### src/core/uchp_consts.svh
`ifndef UCHP_CONSTS_SVH
`define UCHP_CONSTS_SVH

// Bus widths of the parallel cell port
`define UCHP_DATA_W        8
`define UCHP_ADDR_W        3
// Port address that no strap setting answers to
`define UCHP_NULL_PORT     3'h7

// Controller register map, byte addresses on the software port
`define UCHP_REG_W         8
`define UCHP_REG_TX_DATA   8'h00
`define UCHP_REG_RX_DATA   8'h04
`define UCHP_REG_STATUS    8'h08
`define UCHP_REG_PORT      8'h0c
`define UCHP_REG_INT_STAT  8'h10
`define UCHP_REG_INT_CLR   8'h14
`define UCHP_REG_INT_EN    8'h18

// Interrupt status, clear and enable bit positions
`define UCHP_IRQ_W         3
`define UCHP_IRQ_TX_DONE   0
`define UCHP_IRQ_RX_READY  1
`define UCHP_IRQ_TX_DROP   2

// Status register bit positions
`define UCHP_ST_TX_BUSY    0
`define UCHP_ST_RX_VALID   1
`define UCHP_ST_CASCADE    2
`define UCHP_ST_TX_FULL    3
`define UCHP_ST_RX_EMPTY   4
`define UCHP_ST_TX_CLAV_B  5
`define UCHP_ST_RX_CLAV_B  6

// Reset values
`define UCHP_RST_PORT      3'h0
`define UCHP_RST_INT_EN    3'h0

`endif

### src/core/uchp_pkg.sv
package uchp_pkg;

	// Receive cell discard modes picked by the two-bit strap
	typedef enum logic [1:0] {
		uchp_keep_all,
		uchp_drop_errored,
		uchp_drop_on_full,
		uchp_drop_both
	} uchp_policy_type;

	// Controller transfer sequencer, one per direction
	typedef enum logic [1:0] {
		uchp_idle,
		uchp_enable,
		uchp_capture
	} uchp_step_type;

endpackage

### src/core/uchp_if.sv
`timescale 1ns/1ps
`default_nettype none

`include "uchp_consts.svh"

interface uchp_if;
	logic                      fifo_cascade_select;
	logic                      transmit_bus_enable;
	logic [`UCHP_ADDR_W-1:0]   transmit_port_address;
	logic [`UCHP_DATA_W-1:0]   transmit_data;
	logic                      transmit_full;
	logic                      transmit_cell_available_b;
	logic                      receive_bus_enable;
	logic [`UCHP_ADDR_W-1:0]   receive_port_address;
	logic [`UCHP_DATA_W-1:0]   receive_data_out;
	logic                      receive_data_oe;
	wire  [`UCHP_DATA_W-1:0]   receive_data;
	logic                      receive_empty;
	logic                      receive_cell_available_b;

	// Undriven bus shows the inverse word, so a mistimed sample is caught
	assign receive_data = receive_data_oe ? receive_data_out : ~receive_data_out;

	modport device_end (
		input  fifo_cascade_select,
		input  transmit_bus_enable,
		input  transmit_port_address,
		input  transmit_data,
		output transmit_full,
		output transmit_cell_available_b,
		input  receive_bus_enable,
		input  receive_port_address,
		output receive_data_out,
		output receive_data_oe,
		output receive_empty,
		output receive_cell_available_b
	);

	modport host_end (
		input  fifo_cascade_select,
		output transmit_bus_enable,
		output transmit_port_address,
		output transmit_data,
		input  transmit_full,
		input  transmit_cell_available_b,
		output receive_bus_enable,
		output receive_port_address,
		input  receive_data,
		input  receive_empty,
		input  receive_cell_available_b
	);
endinterface

`default_nettype wire

### src/core/uchp_device_end.sv
// Overview of operation
// - Cascade strap flips enable polarity and bus timing
// - UTOPIA: host enables come from pipeline registers
// - UTOPIA: transmit data captured with enable edge
// - Cascade: enables active high from FIFO flags
// - Cascade: transmit data captured one cycle later
// - Receive data driven cycle after enable
// - UTOPIA: all FIFO flags active low
// - Cascade: full/empty high, cell-available stay low
// - Address straps set port address compared
// - Selected only on address match plus enable
// - Two-bit strap picks receive discard mode
// - Reset held low at least one clock
// - Test select low forces diagnostic mode
`timescale 1ns/1ps
`default_nettype none

`include "uchp_consts.svh"

module uchp_device_end
	import uchp_pkg::*;
#(
	parameter int DEPTH = 16
) (
	input  wire logic                      clk,
	input  wire logic                      rst_b,
	uchp_if.device_end                     bus,
	input  wire logic [`UCHP_ADDR_W-1:0]   chip_address_strap,
	input  wire logic [1:0]                cell_discard_policy,
	input  wire logic                      test_select_b,
	output logic      [`UCHP_DATA_W-1:0]   tx_out_data,
	output logic                           tx_out_valid,
	input  wire logic                      tx_out_ready,
	input  wire logic [`UCHP_DATA_W-1:0]   rx_in_data,
	input  wire logic                      rx_in_valid,
	input  wire logic                      rx_in_error,
	output logic                           rx_in_ready,
	output logic                           rx_discard,
	output logic                           test_mode,
	output logic                           cascade_mode
);
	// DEPTH must be a power of two so the pointers wrap by themselves
	localparam int PW = $clog2(DEPTH);
	localparam logic [PW:0] FULL_COUNT = (PW+1)'(DEPTH);
	localparam int SW = 1 + `UCHP_ADDR_W + 2;

	logic [SW-1:0]             strap_meta;
	logic [SW-1:0]             strap_sync;
	logic                      test_meta;
	logic                      test_sync;
	logic [1:0]                warm;
	logic                      cfg_loaded;
	logic [`UCHP_ADDR_W-1:0]   own_addr;
	uchp_policy_type           policy;
	logic                      port_on;
	logic                      tx_sel;
	logic                      tx_sel_d;
	logic                      tx_capture;
	logic                      rx_sel;
	logic [`UCHP_DATA_W-1:0]   tx_mem [DEPTH];
	logic [`UCHP_DATA_W-1:0]   rx_mem [DEPTH];
	logic [PW-1:0]             tx_wp;
	logic [PW-1:0]             tx_rp;
	logic [PW-1:0]             rx_wp;
	logic [PW-1:0]             rx_rp;
	logic [PW:0]               tx_count;
	logic [PW:0]               rx_count;
	logic [PW:0]               next_tx_count;
	logic [PW:0]               next_rx_count;
	logic                      tx_push;
	logic                      tx_pop;
	logic                      rx_push;
	logic                      rx_pop;
	logic                      rx_drop;
	logic                      drop_on_full;
	logic                      drop_errored;

	// Enable pin to active level under the latched mode
	function automatic logic enable_active(input logic pin, input logic casc);
		return casc ? pin : !pin;
	endfunction

	// Active state of a FIFO flag to its pin level
	function automatic logic flag_level(input logic active, input logic casc);
		return casc ? active : !active;
	endfunction

	// Port address compare; the spare code never matches
	function automatic logic addr_match(input logic [`UCHP_ADDR_W-1:0] addr,
			input logic [`UCHP_ADDR_W-1:0] mine);
		return (addr == mine) && (mine != `UCHP_NULL_PORT);
	endfunction

	// Straps and test pin are asynchronous board levels
	always_ff @(posedge clk or negedge rst_b) begin
		if (!rst_b) begin
			strap_meta <= '0;
			strap_sync <= '0;
			test_meta  <= 1'b1;
			test_sync  <= 1'b1;
		end else begin
			strap_meta <= {bus.fifo_cascade_select, chip_address_strap, cell_discard_policy};
			strap_sync <= strap_meta;
			test_meta  <= test_select_b;
			test_sync  <= test_meta;
		end
	end

	// Straps latched once after release; later changes wait for reset
	always_ff @(posedge clk or negedge rst_b) begin
		if (!rst_b) begin
			warm         <= 2'h0;
			cfg_loaded   <= 1'b0;
			cascade_mode <= 1'b0;
			own_addr     <= `UCHP_NULL_PORT;
			policy       <= uchp_keep_all;
		end else begin
			warm <= {warm[0], 1'b1};
			if (warm[1] && !cfg_loaded) begin
				cfg_loaded   <= 1'b1;
				cascade_mode <= strap_sync[SW-1];
				own_addr     <= strap_sync[2 +: `UCHP_ADDR_W];
				policy       <= uchp_policy_type'(strap_sync[1:0]);
			end
		end
	end

	// Diagnostic mode takes the port off the bus
	always_ff @(posedge clk or negedge rst_b) begin
		if (!rst_b) begin
			test_mode <= 1'b0;
		end else begin
			test_mode <= !test_sync;
		end
	end

	assign port_on = cfg_loaded && !test_mode;

	// Selection per direction needs both address and enable
	assign tx_sel = port_on && enable_active(bus.transmit_bus_enable, cascade_mode)
			&& addr_match(bus.transmit_port_address, own_addr);
	assign rx_sel = port_on && enable_active(bus.receive_bus_enable, cascade_mode)
			&& addr_match(bus.receive_port_address, own_addr);

	// Cascade data trails the enable by one cycle
	always_ff @(posedge clk or negedge rst_b) begin
		if (!rst_b) begin
			tx_sel_d <= 1'b0;
		end else begin
			tx_sel_d <= tx_sel && cascade_mode;
		end
	end

	assign tx_capture = cascade_mode ? tx_sel_d : tx_sel;

	// Overrun is dropped silently; the full flag warned the host
	assign tx_push = tx_capture && (tx_count != FULL_COUNT);
	assign tx_pop  = (tx_count != '0) && (!tx_out_valid || tx_out_ready);
	assign rx_pop  = rx_sel && (rx_count != '0);

	// Discard decision on cells offered by the receiver
	assign drop_errored = (policy == uchp_drop_errored) || (policy == uchp_drop_both);
	assign drop_on_full = (policy == uchp_drop_on_full) || (policy == uchp_drop_both);
	assign rx_drop = (rx_in_error && drop_errored)
			|| ((rx_count == FULL_COUNT) && drop_on_full);
	assign rx_push = rx_in_valid && rx_in_ready && !rx_drop && (rx_count != FULL_COUNT);

	assign next_tx_count = tx_count + (PW+1)'(tx_push) - (PW+1)'(tx_pop);
	assign next_rx_count = rx_count + (PW+1)'(rx_push) - (PW+1)'(rx_pop);

	// Transmit FIFO storage
	always_ff @(posedge clk) begin
		if (tx_push) begin
			tx_mem[tx_wp] <= bus.transmit_data;
		end
	end

	// Transmit FIFO pointers and output stage
	always_ff @(posedge clk or negedge rst_b) begin
		if (!rst_b) begin
			tx_wp        <= '0;
			tx_rp        <= '0;
			tx_count     <= '0;
			tx_out_valid <= 1'b0;
			tx_out_data  <= '0;
		end else begin
			tx_count <= next_tx_count;
			if (tx_push) begin
				tx_wp <= tx_wp + 1'b1;
			end
			if (tx_pop) begin
				tx_rp        <= tx_rp + 1'b1;
				tx_out_data  <= tx_mem[tx_rp];
				tx_out_valid <= 1'b1;
			end else if (tx_out_ready) begin
				tx_out_valid <= 1'b0;
			end
		end
	end

	// Receive FIFO storage
	always_ff @(posedge clk) begin
		if (rx_push) begin
			rx_mem[rx_wp] <= rx_in_data;
		end
	end

	// Receive FIFO pointers and discard report
	always_ff @(posedge clk or negedge rst_b) begin
		if (!rst_b) begin
			rx_wp       <= '0;
			rx_rp       <= '0;
			rx_count    <= '0;
			rx_in_ready <= 1'b0;
			rx_discard  <= 1'b0;
		end else begin
			rx_count <= next_rx_count;
			if (rx_push) begin
				rx_wp <= rx_wp + 1'b1;
			end
			if (rx_pop) begin
				rx_rp <= rx_rp + 1'b1;
			end
			// Dropping on full means the receiver is never held off
			rx_in_ready <= cfg_loaded && (drop_on_full || (next_rx_count != FULL_COUNT));
			rx_discard  <= rx_in_valid && rx_in_ready && rx_drop;
		end
	end

	// Receive bus driven for exactly the cycle after selection
	always_ff @(posedge clk or negedge rst_b) begin
		if (!rst_b) begin
			bus.receive_data_out <= '0;
			bus.receive_data_oe  <= 1'b0;
		end else begin
			bus.receive_data_oe <= rx_sel;
			if (rx_sel) begin
				bus.receive_data_out <= rx_mem[rx_rp];
			end
		end
	end

	// Flags built from next counts so a paced host never sees stale room
	always_ff @(posedge clk or negedge rst_b) begin
		if (!rst_b) begin
			bus.transmit_full             <= 1'b1;
			bus.receive_empty             <= 1'b0;
			bus.transmit_cell_available_b <= 1'b1;
			bus.receive_cell_available_b  <= 1'b1;
		end else begin
			bus.transmit_full <= flag_level(next_tx_count == FULL_COUNT, cascade_mode);
			bus.receive_empty <= flag_level(next_rx_count == '0, cascade_mode);
			bus.transmit_cell_available_b <= !port_on || (next_tx_count == FULL_COUNT);
			bus.receive_cell_available_b  <= !port_on || (next_rx_count == '0);
		end
	end
endmodule

`default_nettype wire

### src/flat_wrapper.sv
// flat-port wrapper written by rule: the top's interface ports become plain ports
module uchp_device_end_flat import uchp_pkg::*;
#(
	parameter int DEPTH = 16
)
  (clk, rst_b, chip_address_strap, cell_discard_policy, test_select_b, tx_out_data, tx_out_valid, tx_out_ready, rx_in_data, rx_in_valid, rx_in_error, rx_in_ready, rx_discard, test_mode, cascade_mode, bus_fifo_cascade_select, bus_transmit_bus_enable, bus_transmit_port_address, bus_transmit_data, bus_transmit_full, bus_transmit_cell_available_b, bus_receive_bus_enable, bus_receive_port_address, bus_receive_data_out, bus_receive_data_oe, bus_receive_empty, bus_receive_cell_available_b);
  uchp_if bus_i ();
  input  wire logic clk;
  input  wire logic rst_b;
  input  wire logic [`UCHP_ADDR_W-1:0] chip_address_strap;
  input  wire logic [1:0] cell_discard_policy;
  input  wire logic test_select_b;
  output logic      [`UCHP_DATA_W-1:0] tx_out_data;
  output logic tx_out_valid;
  input  wire logic tx_out_ready;
  input  wire logic [`UCHP_DATA_W-1:0] rx_in_data;
  input  wire logic rx_in_valid;
  input  wire logic rx_in_error;
  output logic rx_in_ready;
  output logic rx_discard;
  output logic test_mode;
  output logic cascade_mode;
  input wire logic [$bits(bus_i.fifo_cascade_select)-1:0] bus_fifo_cascade_select;
  input wire logic [$bits(bus_i.transmit_bus_enable)-1:0] bus_transmit_bus_enable;
  input wire logic [$bits(bus_i.transmit_port_address)-1:0] bus_transmit_port_address;
  input wire logic [$bits(bus_i.transmit_data)-1:0] bus_transmit_data;
  output wire logic [$bits(bus_i.transmit_full)-1:0] bus_transmit_full;
  output wire logic [$bits(bus_i.transmit_cell_available_b)-1:0] bus_transmit_cell_available_b;
  input wire logic [$bits(bus_i.receive_bus_enable)-1:0] bus_receive_bus_enable;
  input wire logic [$bits(bus_i.receive_port_address)-1:0] bus_receive_port_address;
  output wire logic [$bits(bus_i.receive_data_out)-1:0] bus_receive_data_out;
  output wire logic [$bits(bus_i.receive_data_oe)-1:0] bus_receive_data_oe;
  output wire logic [$bits(bus_i.receive_empty)-1:0] bus_receive_empty;
  output wire logic [$bits(bus_i.receive_cell_available_b)-1:0] bus_receive_cell_available_b;
  assign bus_i.fifo_cascade_select = bus_fifo_cascade_select;
  assign bus_i.transmit_bus_enable = bus_transmit_bus_enable;
  assign bus_i.transmit_port_address = bus_transmit_port_address;
  assign bus_i.transmit_data = bus_transmit_data;
  assign bus_transmit_full = bus_i.transmit_full;
  assign bus_transmit_cell_available_b = bus_i.transmit_cell_available_b;
  assign bus_i.receive_bus_enable = bus_receive_bus_enable;
  assign bus_i.receive_port_address = bus_receive_port_address;
  assign bus_receive_data_out = bus_i.receive_data_out;
  assign bus_receive_data_oe = bus_i.receive_data_oe;
  assign bus_receive_empty = bus_i.receive_empty;
  assign bus_receive_cell_available_b = bus_i.receive_cell_available_b;
  uchp_device_end #(.DEPTH(DEPTH)) u_core (.clk(clk), .rst_b(rst_b), .bus(bus_i), .chip_address_strap(chip_address_strap), .cell_discard_policy(cell_discard_policy), .test_select_b(test_select_b), .tx_out_data(tx_out_data), .tx_out_valid(tx_out_valid), .tx_out_ready(tx_out_ready), .rx_in_data(rx_in_data), .rx_in_valid(rx_in_valid), .rx_in_error(rx_in_error), .rx_in_ready(rx_in_ready), .rx_discard(rx_discard), .test_mode(test_mode), .cascade_mode(cascade_mode));
endmodule
### config.mk
export PLATFORM = sky130hd
export DESIGN_NAME = uchp_device_end_flat
export DESIGN_NICKNAME = d
export VERILOG_FILES = /design/src/core/uchp_pkg.sv /design/src/core/uchp_if.sv /design/src/core/uchp_device_end.sv /design/src/flat_wrapper.sv
export VERILOG_INCLUDE_DIRS = /design/src /design/src/core
export SDC_FILE = /design/constraint.sdc
export NUM_CORES = 1
export LEC_CHECK = 0
export BUFFER_PORTS_ARGS = -buffer_cell sky130_fd_sc_hd__buf_2
export CORE_MARGIN = 1.5
export CORE_UTILIZATION = 50
export CTS_CLUSTER_SIZE = 25
export DETAILED_ROUTE_END_ITERATION = 8
export PLACE_DENSITY = 0.7
export SLEW_MARGIN = 20
export SYNTH_ARGS = -nofsm -noshare
export SYNTH_HDL_FRONTEND = slang
export SYNTH_SLANG_ARGS = --single-unit
### constraint.sdc
create_clock -name clk -period 2.7 [get_ports clk]
set_input_delay 0.405 -clock clk [delete_from_list [all_inputs] [get_ports clk]]
set_output_delay 0.405 -clock clk [all_outputs]
set_load 0.03 [all_outputs]
==> results.txt, run 1 <==
Outcome: completed
Vias in the first global route: 6877
Post-DRT Antenna Nets: 0
Rows: 59
Worst Clk Skew: 0.01225 ns
Final setup violation count: 0
Worst EP arrival: 3.10 ns
First-pass GRT wire length: 38340 um
Routability cong.: 0.7913
CTS clk-pin slew, worst paths: 0.06 ns
Psw: 4585 uW
Vias: 6493
Yosys top cell area share: 58.38%
Delay-heaviest family, CP: adder cells
Hold/Removal Path Class: in -> reg
Synthesized area: 0.01317 mm2
Synth area leader: edfxtp_1
Worst-skew pair later-pin latency: 0.50 ns
Rel. slew slack: 50.80%
Root buf cell: clkbuf_16
Nets@finish: 887
Cell depth of the worst setup path: 14
Final wirelength: 24750 um
Non-filler cells, final: 1189
Routed len/inst: 20.82 um
Worst setup path class: reg -> reg
Worst r2r src: u_core.tx_count[2]
Period minus WS final: 2.689 ns
Reg2reg setup slack: 0.01 ns
Depth of the most critical reg-to-reg path: 14
Most frequent cells after synthesis: edfxtp_1, dfrtp_1, mux4_2
Post-Synthesis Cells: 693
Largest net degree at the start of global routing: 76
Max-slew violations: 0
Sequential share of power: 40.8%
Count leader, synth: edfxtp_1
Core Box Area: 0.02598 mm2
Part of the cycle the worst path needs: 99.60%
Unrepaired setup endpoints after global routing: true
Placed cell count: 1109
FF+latch count, synth: 331
Layout cells sized above 1: 34.23%
Total CTS buffers: 35
Worst-path cell chain: inv_2 -> ha_4 -> nor4b_4 -> a21o_1 -> inv_2 -> ha_4 -> inv_2 -> ha_4 -> fa_2 -> a21oi_2 -> o21bai_1 -> xnor2_1 -> nand3b_1 -> xor2_1
EDFF count, synth: 256
Fill cells: 1843
Yosys cell types: 51
Clock Path Buffers: 3
Vias per inst: 5.461
Final Hold Fails: 0
Final worst setup slack: 0.01068 ns
Seq/Total Area, Yosys: 72.70%
Die Wd: 165.3 um
Crit path launch type: flip-flop
Required time worst endpoint: 3.12 ns
Antenna violations before repair: 1
CTS Sinks: 331
Pint: 11300 uW
Critical path capture point: u_core.bus.transmit_full
Peak supply drop: 1.083 mV
Minimum hold slack: 0.01956 ns
Total track usage: 18.97%
Initial DRC Count: 450
Slew at the pin closest to its max-slew limit: 0.7380 ns
PD cells: 1019 mW/mm2
Ys Warns: 0
Drt drc: 0
Critical Path Max Stage Delay: 0.40 ns
Crit path max fanout: 2
Switch share: 28.86%
Pre-Repair DR Iteration Count: 5
Maxcap violations: 0
Initial Utilization: 50.68%
R2R Path End: u_core.bus.transmit_full
Die ar.: 0.02732 mm2
Syn_nets: 753
P_leak: 0.005691 uW
Pre-CTS setup slack: -0.2538 ns
Area contributors post-synth: edfxtp_1, dfrtp_1, mux4_2
Worst Setup End Kind: flip-flop
Avg Inst Size Synth: 19.00 um2
Ys async rst share: 22.66%
Total power: 15890 uW
H-tree Lvls: 2
Share of total power in the clock network: 30.7%
Buf/Inv on CP: 3
CTS tree: built
Top_reg_cell synth: edfxtp_1
Layout area overhead: 18.42%
CP max-delay cell: dfrtp_1
Worst setup path startpoint: u_core.tx_count[2]
Global route overflow: 0
Die Ht: 165.3 um
HPWL Detailed: 15710 um
Number of port buffers: 61
# IOs: 62
Fmax: 371.8 MHz
Comb power frac: 28.5%
Setup TNS: 0 ns
## layer usage
metal	GRT usage [%]	share of wire [%]	wire [um]	vias up
met3	2.997	4.8	1184	36
met2	31.93	51	12670	161
met1	25.79	42	10430	3330
met4	5.438	1.9	464	0
met5	0	0	0	-
li1	-	-	-	2966
## power by group through the flow
stage / Clock [uW] / Combinational [uW] / Sequential [uW]
floorplan: 0 / 2920 / 6670
global placement: 0 / 4030 / 6500
global route: 5180 / 4930 / 6540
detailed placement: 0 / 4200 / 6550
finish: 4880 / 4530 / 6470
CTS: 4970 / 4420 / 6470
## worst min path at each step
stage | from | slack (ns) | cells past startpoint | end
finish | chip_address_strap[0] | 0.02 | 1 | u_core.strap_meta[2]
global route | chip_address_strap[0] | 0.0004 | 1 | u_core.strap_meta[2]
CTS | chip_address_strap[0] | 0.002 | 1 | u_core.strap_meta[2]
detailed placement | u_core.strap_meta[2] | 0.34 | 0 | u_core.strap_sync[2]
global placement | u_core.strap_meta[1] | 0.33 | 0 | u_core.strap_sync[1]
floorplan | rst_b | 0.11 | 0 | u_core.bus.receive_data_oe
## what timing repair did
action                                  CTS  global route
endpoints found under the setup margin    5             5
buffers inserted                          7             3
resized for setup                        14            11
hold buffers                              5             1
pin swaps                                 9            12
endpoints found under the hold margin     5             8
## flip-flops by register name, summed over array words and instances (netlist names), 2 cells and up
register,cells
u_core.warm,2
u_core.strap_meta,6
u_core.rx_wp,4
u_core.tx_wp,4
u_core.own_addr,3
u_core.bus.receive_data_out,8
u_core.tx_out_data,8
u_core.strap_sync,6
u_core.tx_count,5
u_core.tx_mem,128
u_core.rx_mem,128
u_core.tx_rp,4
u_core.rx_count,5
u_core.policy,2
u_core.rx_rp,4
## per-stage QoR
stage	utilization, %	cell area (um2)
detailed placement	54.38	14130
global route	60.02	15600
finish	60.02	15600
floorplan	-	13200
CTS	59.65	15500
global placement	54.38	14130
## cell type report
cell class                 instances  area [um2]  area share, %
sequential                       331        9578          61.42
multi-input combinational        306        3440          22.06
clock buffer                      52        1074          6.884
timing repair buffer             130       857.1          5.496
tap                              335       419.2          2.688
clock inverter                    11       138.9         0.8906
inverter                          23       86.33         0.5536
antenna                            1       2.502        0.01605
## placed cells by master (no fill, tap or decap), types with 3 or more instances in the layout
cell,count
inv_1,15
clkinv_1,3
inv_2,8
clkbuf_8,7
mux2_2,14
and4_1,5
nor2_1,16
nand2b_1,3
dfstp_2,8
buf_4,62
a21o_1,11
ha_4,5
xnor2_1,19
clkbuf_1,7
dfrtp_1,64
mux4_2,62
o22ai_1,8
o21ai_0,6
buf_2,60
xor2_1,7
and4b_1,8
nand2_1,35
ha_1,17
nand4_1,5
mux2i_1,24
o21ai_1,13
edfxtp_1,256
nand3_1,5
dfrtp_2,3
bufinv_16,3
nor3_1,6
dlygate4sd3_1,6
a21oi_2,4
clkbuf_16,38
## cell families after synthesis
logic type	Yosys count	synth area share, %
XOR/XNOR	27	1.796
adder cells (fa/ha/maj)	24	2.394
flip-flops	331	72.70
AND/OR/NAND/NOR	100	4.209
multiplexers	103	14.11
other	1	0.02848
buffers and inverters	56	2.195
AO/OA/AOI/OAI	51	2.565
(Power assumes the default switching activity.)
==> run 2: changes to the inputs <==
--- a/config.mk
+++ b/config.mk
@@ -8,7 +8,7 @@
 export LEC_CHECK = 0
 export BUFFER_PORTS_ARGS = -buffer_cell sky130_fd_sc_hd__buf_2
 export CORE_MARGIN = 1.5
-export CORE_UTILIZATION = 50
+export CORE_UTILIZATION = 51
 export CTS_CLUSTER_SIZE = 25
 export DETAILED_ROUTE_END_ITERATION = 8
 export PLACE_DENSITY = 0.7
==> results.txt, run 2 (synthesis gave the netlist of run 1 again) <==
Vias: 6570 (+1.2%)
Most frequent cells in the layout: edfxtp_1, dfrtp_1, buf_4
Total CTS buffers: 34 (-2.9%)
Required time worst endpoint: 3.08 ns (-0.04 ns)
Global route overflow: 0 (unchanged)
Number of port buffers: 61 (unchanged)
Nets@finish: 886 (-0.11%)
Routed len/inst: 21.21 um (+1.9%)
Hold/Removal Path Class: in -> reg
# IOs: 62 (unchanged)
HPWL Detailed: 16210 um (+3.2%)
Layout cells sized above 1: 34.39% (+0.16 points)
Worst Setup End Kind: flip-flop
Clock Path Buffers: 3 (unchanged)
Worst setup path class: reg -> reg
Pre-Repair DR Iteration Count: 4 (-1)
Largest net degree at the start of global routing: 50 (-34%)
CTS clk-pin slew, worst paths: 0.06 ns (about the same)
Failing checks: negative setup slack
Vias per inst: 5.558 (+1.8%)
Post-DRT Antenna Nets: 0 (unchanged)
Die Wd: 163.7 um (-0.97%)
Final Hold Fails: 0 (unchanged)
Fill cells: 1821 (-1.2%)
Area of the multi-input gates: 0.003442 mm2 (about the same)
Antenna Cells: 0 (-1)
Crit path max fanout: 4 (+2)
Antenna violations before repair: 0 (-1)
Maxcap violations: 0 (unchanged)
Largest regs: u_core.rx_mem: 128 flops, u_core.tx_mem: 128 flops
Drt drc: 0 (unchanged)
Outcome: finished, violations left
Die Ht: 163.7 um (-0.97%)
Finished Core Util: 61.24% (+1.2 points)
Minimum hold slack: 0.01842 ns (-0.001139 ns)
Initial Utilization: 52.15% (+1.5 points)
Fmax: 364.5 MHz (-2.0%)
Worst Clk Skew: 0.02322 ns (+0.01097 ns)
Non-filler cells, final: 1182 (-0.59%)
Slew at the pin closest to its max-slew limit: 0.7115 ns (-0.02643 ns)
PD cells: 1004 mW/mm2 (-1.4%)
Final worst setup slack: -0.04332 ns (-0.05400 ns)
CTS tree: built
First-pass GRT wire length: 39460 um (+2.9%)
Final wirelength: 25070 um (+1.3%)
Peak supply drop: 0.7664 mV (-29%)
Core Box Area: 0.02525 mm2 (-2.8%)
Initial DRC Count: 438 (-2.7%)
Worst-skew pair later-pin latency: 0.51 ns (about the same)
CTS Sinks: 331 (unchanged)
Total track usage: 19.61% (+0.64 points)
Die ar.: 0.02679 mm2 (-1.9%)
Vias in the first global route: 7105 (+3.3%)
Root buf cell: clkbuf_16
Rows: 58 (-1.7%)
Worst EP arrival: 3.12 ns (+0.02 ns)
Final setup violation count: 2 (+2)
H-tree Lvls: 2 (unchanged)
Register area: 0.009578 mm2 (unchanged)
Most common cell after layout, fill and taps aside: edfxtp_1
Rel. slew slack: 52.57% (+1.8 points)
Layout area overhead: 17.44%
Placed cell count: 1105 (-0.36%)
Routability cong.: 0.8029 (+1.5%)
Period minus WS final: 2.743 ns (+0.05400 ns)
P_leak: 0.005639 uW (-0.91%)
Max-slew violations: 0 (unchanged)
Part of the cycle the worst path needs: 101.6% (+2.0 points)
Crit path launch type: flip-flop
Unrepaired setup endpoints after global routing: true
run 2: critical path, cell delays in order, from the launching register on:
cell	delay, ns
dfstp_2	0.59
a21boi_2	0.08
a21oi_2	0.13
buf_4	0.14
nor3_4	0.04
ha_1	0.28
inv_1	0.04
ha_2	0.17
fa_2	0.36
a21oi_2	0.17
o21bai_2	0.11
xnor2_2	0.19
nand3_1	0.14
xor2_1	0.19
run 2: path summary, 6_finish.rpt:
check	from	to	slack, ns	depth (start not counted)
max reg2reg	u_core.own_addr[2]	u_core.bus.receive_empty	-0.04	13
max	u_core.own_addr[2]	u_core.bus.receive_empty	-0.04	13
max in group asynchronous	rst_b	u_core.bus.transmit_cell_available_b	1.55	3
min reg2reg	u_core.strap_meta[2]	u_core.strap_sync[2]	0.35	0
min in group asynchronous	rst_b	u_core.tx_out_data[0]	0.46	2
min	cell_discard_policy[0]	u_core.strap_meta[0]	0.02	1
run 2: layout make-up:
type                    count  share of cell area (%)
clock buffers              45                   6.165
clock inverters            17                  0.8171
inverters                  23                  0.5744
multi-input cells         306                   22.26
flip-flops and latches    331                   61.93
well taps                 330                   2.670
repair buffers            130                   5.590
run 2: timing repair:
item	CTS	global route
buffers inserted	5	6
endpoints found under the hold margin	43	0
gates resized for setup	15	14
gates cloned	0	0
setup endpoints to repair	6	7
pin swaps	14	7
hold buffers	4	0
run 2: metrics by stage:
stage	TNS, ns	instance area (um2)	power [uW]	setup slack (ns)
after floorplan	-0.004718	13200	9594	-0.004718
after global placement	-0.1314	14140	10570	-0.08557
after detailed placement	-0.8591	14140	10790	-0.3115
after CTS	-0.1091	15350	15410	-0.05469
after global routing	-0.6217	15470	16240	-0.1766
final	-0.07079	15470	15530	-0.04332
run 2: power breakdown:
group          total, uW  internal [uW]  switching, uW
Combinational       4590           2220           2370
Clock               4450           2590           1860
Sequential          6490           6070            428
Total              15500          10900           4650
run 2: per-layer routing:
metal | vias to the layer above | global-route usage [%] | share of wire (%)
met1 | 3416 | 24.47 | 40
met2 | 147 | 35.90 | 54
met4 | 0 | 5.083 | 1.7
met3 | 34 | 2.727 | 4.0
li1 | 2973 | - | -
met5 | - | 0 | 0
==> run 3: changes to the inputs <==
--- a/config.mk
+++ b/config.mk
@@ -7,11 +7,13 @@
 export NUM_CORES = 1
 export LEC_CHECK = 0
 export BUFFER_PORTS_ARGS = -buffer_cell sky130_fd_sc_hd__buf_2
+export CAP_MARGIN = 20
 export CORE_MARGIN = 1.5
 export CORE_UTILIZATION = 51
 export CTS_CLUSTER_SIZE = 25
 export DETAILED_ROUTE_END_ITERATION = 8
-export PLACE_DENSITY = 0.7
+export PLACE_DENSITY = 0.67
+export SETUP_SLACK_MARGIN = 0.4
 export SLEW_MARGIN = 20
 export SYNTH_ARGS = -nofsm -noshare
 export SYNTH_HDL_FRONTEND = slang
==> constraint.sdc (replaced) <==
create_clock -name clk -period 2.6 [get_ports clk]
set_input_delay 0.39 -clock clk [delete_from_list [all_inputs] [get_ports clk]]
set_output_delay 0.39 -clock clk [all_outputs]
set_load 0.03 [all_outputs]
==> results.txt, run 3 (synthesis gave the netlist of run 1 again) <==
Maxcap violations: 0 (unchanged)
Period minus WS final: 2.705 ns (-0.03876 ns)
Fmax: 369.7 MHz (+1.4%)
Finished Core Util: 63.66% (+2.4 points)
Final wirelength: 25010 um (-0.26%)
Unrepaired setup endpoints after global routing: true
Outcome: finished, violations left
Worst Setup End Kind: flip-flop
Vias in the first global route: 7272 (+2.4%)
Layout area overhead: 22.09%
Worst-skew pair later-pin latency: 0.51 ns (about the same)
Total CTS buffers: 35 (+2.9%)
Crit path launch type: flip-flop
Peak supply drop: 0.8906 mV (+16%)
Antenna violations before repair: 0 (unchanged)
First-pass GRT wire length: 39810 um (+0.87%)
CP max-delay cell: dfstp_2
H-tree Lvls: 2 (unchanged)
CTS tree: built
Die Wd: 163.7 um (unchanged)
Placed cell count: 1104 (-0.090%)
Vias per inst: 5.525 (-0.60%)
Worst-path cell chain: a21boi_2 -> a21oi_1 -> buf_4 -> nor3_4 -> ha_4 -> inv_2 -> ha_4 -> fa_2 -> a21oi_2 -> o21bai_1 -> xnor2_1 -> buf_4 -> o31a_1
Die ar.: 0.02679 mm2 (unchanged)
Post-DP Area: 0.01425 mm2 (+0.78%)
Worst EP arrival: 3.10 ns (-0.02 ns)
Largest net degree at the start of global routing: 40 (-20%)
Critical Path Max Stage Delay: 0.59 ns (about the same)
Met1 WL: 10640 um (+6.3%)
Routed len/inst: 20.77 um (-2.1%)
Nets@finish: 907 (+2.4%)
Max-slew violations: 0 (unchanged)
Routability cong.: 0.7990 (-0.49%)
Drt drc: 0 (unchanged)
Worst Clk Skew: 0.01419 ns (-0.009033 ns)
# IOs: 62 (unchanged)
Failing checks: negative setup slack
PD cells: 1060 mW/mm2 (+5.6%)
Final Hold Fails: 0 (unchanged)
Final setup violation count: 4 (+2)
Met2 WL: 12680 um (-6.9%)
Total track usage: 19.68% (+0.072 points)
Vias: 6652 (+1.2%)
Post-DRT Antenna Nets: 0 (unchanged)
Total power: 17040 uW (+9.7%)
Hold/Removal Path Class: in -> reg
Required time worst endpoint: 2.99 ns (-0.09 ns)
Initial DRC Count: 453 (+3.4%)
Slew at the pin closest to its max-slew limit: 0.7214 ns (+0.009832 ns)
Layout cells sized above 1: 39.24% (+4.9 points)
Antenna Cells: 0 (unchanged)
HPWL Detailed: 15980 um (-1.4%)
Met3 WL: 1126 um (+12%)
P_leak: 0.005861 uW (+3.9%)
Core Box Area: 0.02525 mm2 (unchanged)
Pre-Repair DR Iteration Count: 6 (+2)
Uppermost layer routed: met4
Final worst setup slack: -0.1046 ns (-0.06124 ns)
Root buf cell: clkbuf_16
Clock Path Buffers: 3 (unchanged)
Most frequent cells in the layout: edfxtp_1, dfrtp_1, mux4_2
CTS clk-pin slew, worst paths: 0.06 ns (about the same)
Pre-CTS setup slack: -0.2376 ns (+0.07393 ns)
Post-route cell area: 0.01608 mm2 (+4.0%)
Non-filler cells, final: 1204 (+1.9%)
Initial Utilization: 52.15% (unchanged)
Global route overflow: 0 (unchanged)
Worst setup path class: reg -> reg
Rows: 58 (unchanged)
Most common cell after layout, fill and taps aside: edfxtp_1
Number of port buffers: 61 (unchanged)
Part of the cycle the worst path needs: 104.0% (+2.4 points)
Rel. slew slack: 51.91% (-0.66 points)
Crit path max fanout: 5 (+1)
Die Ht: 163.7 um (unchanged)
Largest regs: u_core.rx_mem: 128 flops, u_core.tx_mem: 128 flops
CTS Sinks: 331 (unchanged)
-- run 3: cell count changes in the layout (fill, tap and decap cells not counted), sizes merged --
cell and delta:
inv +2, buf +16, clkinvlp +1, clkbuf +5, bufinv +3, clkinv -9
dlygate4sd3 +4
-- run 3: timing repair --
item | 4_1_cts | 5_1_grt
endpoints found under the setup margin | 139 | 252
hold endpoints to repair | 43 | 0
pin swaps | 24 | 22
resized for setup | 54 | 24
buffers inserted | 17 | 11
hold buffers | 8 | 0
-- run 3: power breakdown --
part	switching, uW	internal (uW)	total (uW)
clock network	1980	3170	5150
logic	2540	2550	5100
registers	502	6300	6800
total	5020	12000	17000
-- run 3: final timing paths --
| path | start | end | slack (ns) | cells after the start |
|---|---|---|---|---|
| worst max register to register | u_core.own_addr[1] | u_core.rx_in_ready | -0.10 | 13 |
| worst min-delay path | tx_out_ready | u_core.tx_out_valid | 0.09 | 2 |
| worst max-delay path | u_core.own_addr[1] | u_core.rx_in_ready | -0.10 | 13 |
| max in group asynchronous | rst_b | u_core.own_addr[2] | 1.49 | 3 |
| min in group asynchronous | rst_b | u_core.tx_out_data[4] | 0.40 | 2 |
| worst min register to register | u_core.strap_meta[2] | u_core.strap_sync[2] | 0.35 | 0 |
-- run 3: cell type report --
type | count | area (um2)
Clock inverter | 14 | 191.4
Timing Repair Buffer | 150 | 1170
Clock buffer | 50 | 1025
Inverter | 23 | 92.59
Sequential cell | 331 | 9578
Multi-Input combinational cell | 306 | 3608
Tap cell | 330 | 412.9
Fill cell | 1756 | 9176
-- run 3: critical path, delay by kind of cell (launching register included) --
kind / cells / cell delay (ns)
adder cells (fa/ha/maj): 3 / 0.80
AND/OR/NAND/NOR: 1 / 0.05
buffers and inverters: 3 / 0.33
AO/OA/AOI/OAI: 5 / 0.68
flip-flops: 1 / 0.59
XOR/XNOR: 1 / 0.15
-- run 3: routing by layer --
layer / track usage, % / vias up
met5: 0 / -
li1: - / 3010
met1: 26.82 / 3452
met3: 3.081 / 37
met2: 33.03 / 153
met4: 5.826 / 0
-- run 3: stage by stage --
stage	setup TNS (ns)	hold WS [ns]
after floorplan	-0.01021	0.09441
after global placement	-0.08199	0.3360
after detailed placement	-0.6625	0.3394
after CTS	-0.3230	0.07731
after global routing	-1.192	0.1124
final	-0.2850	0.08954
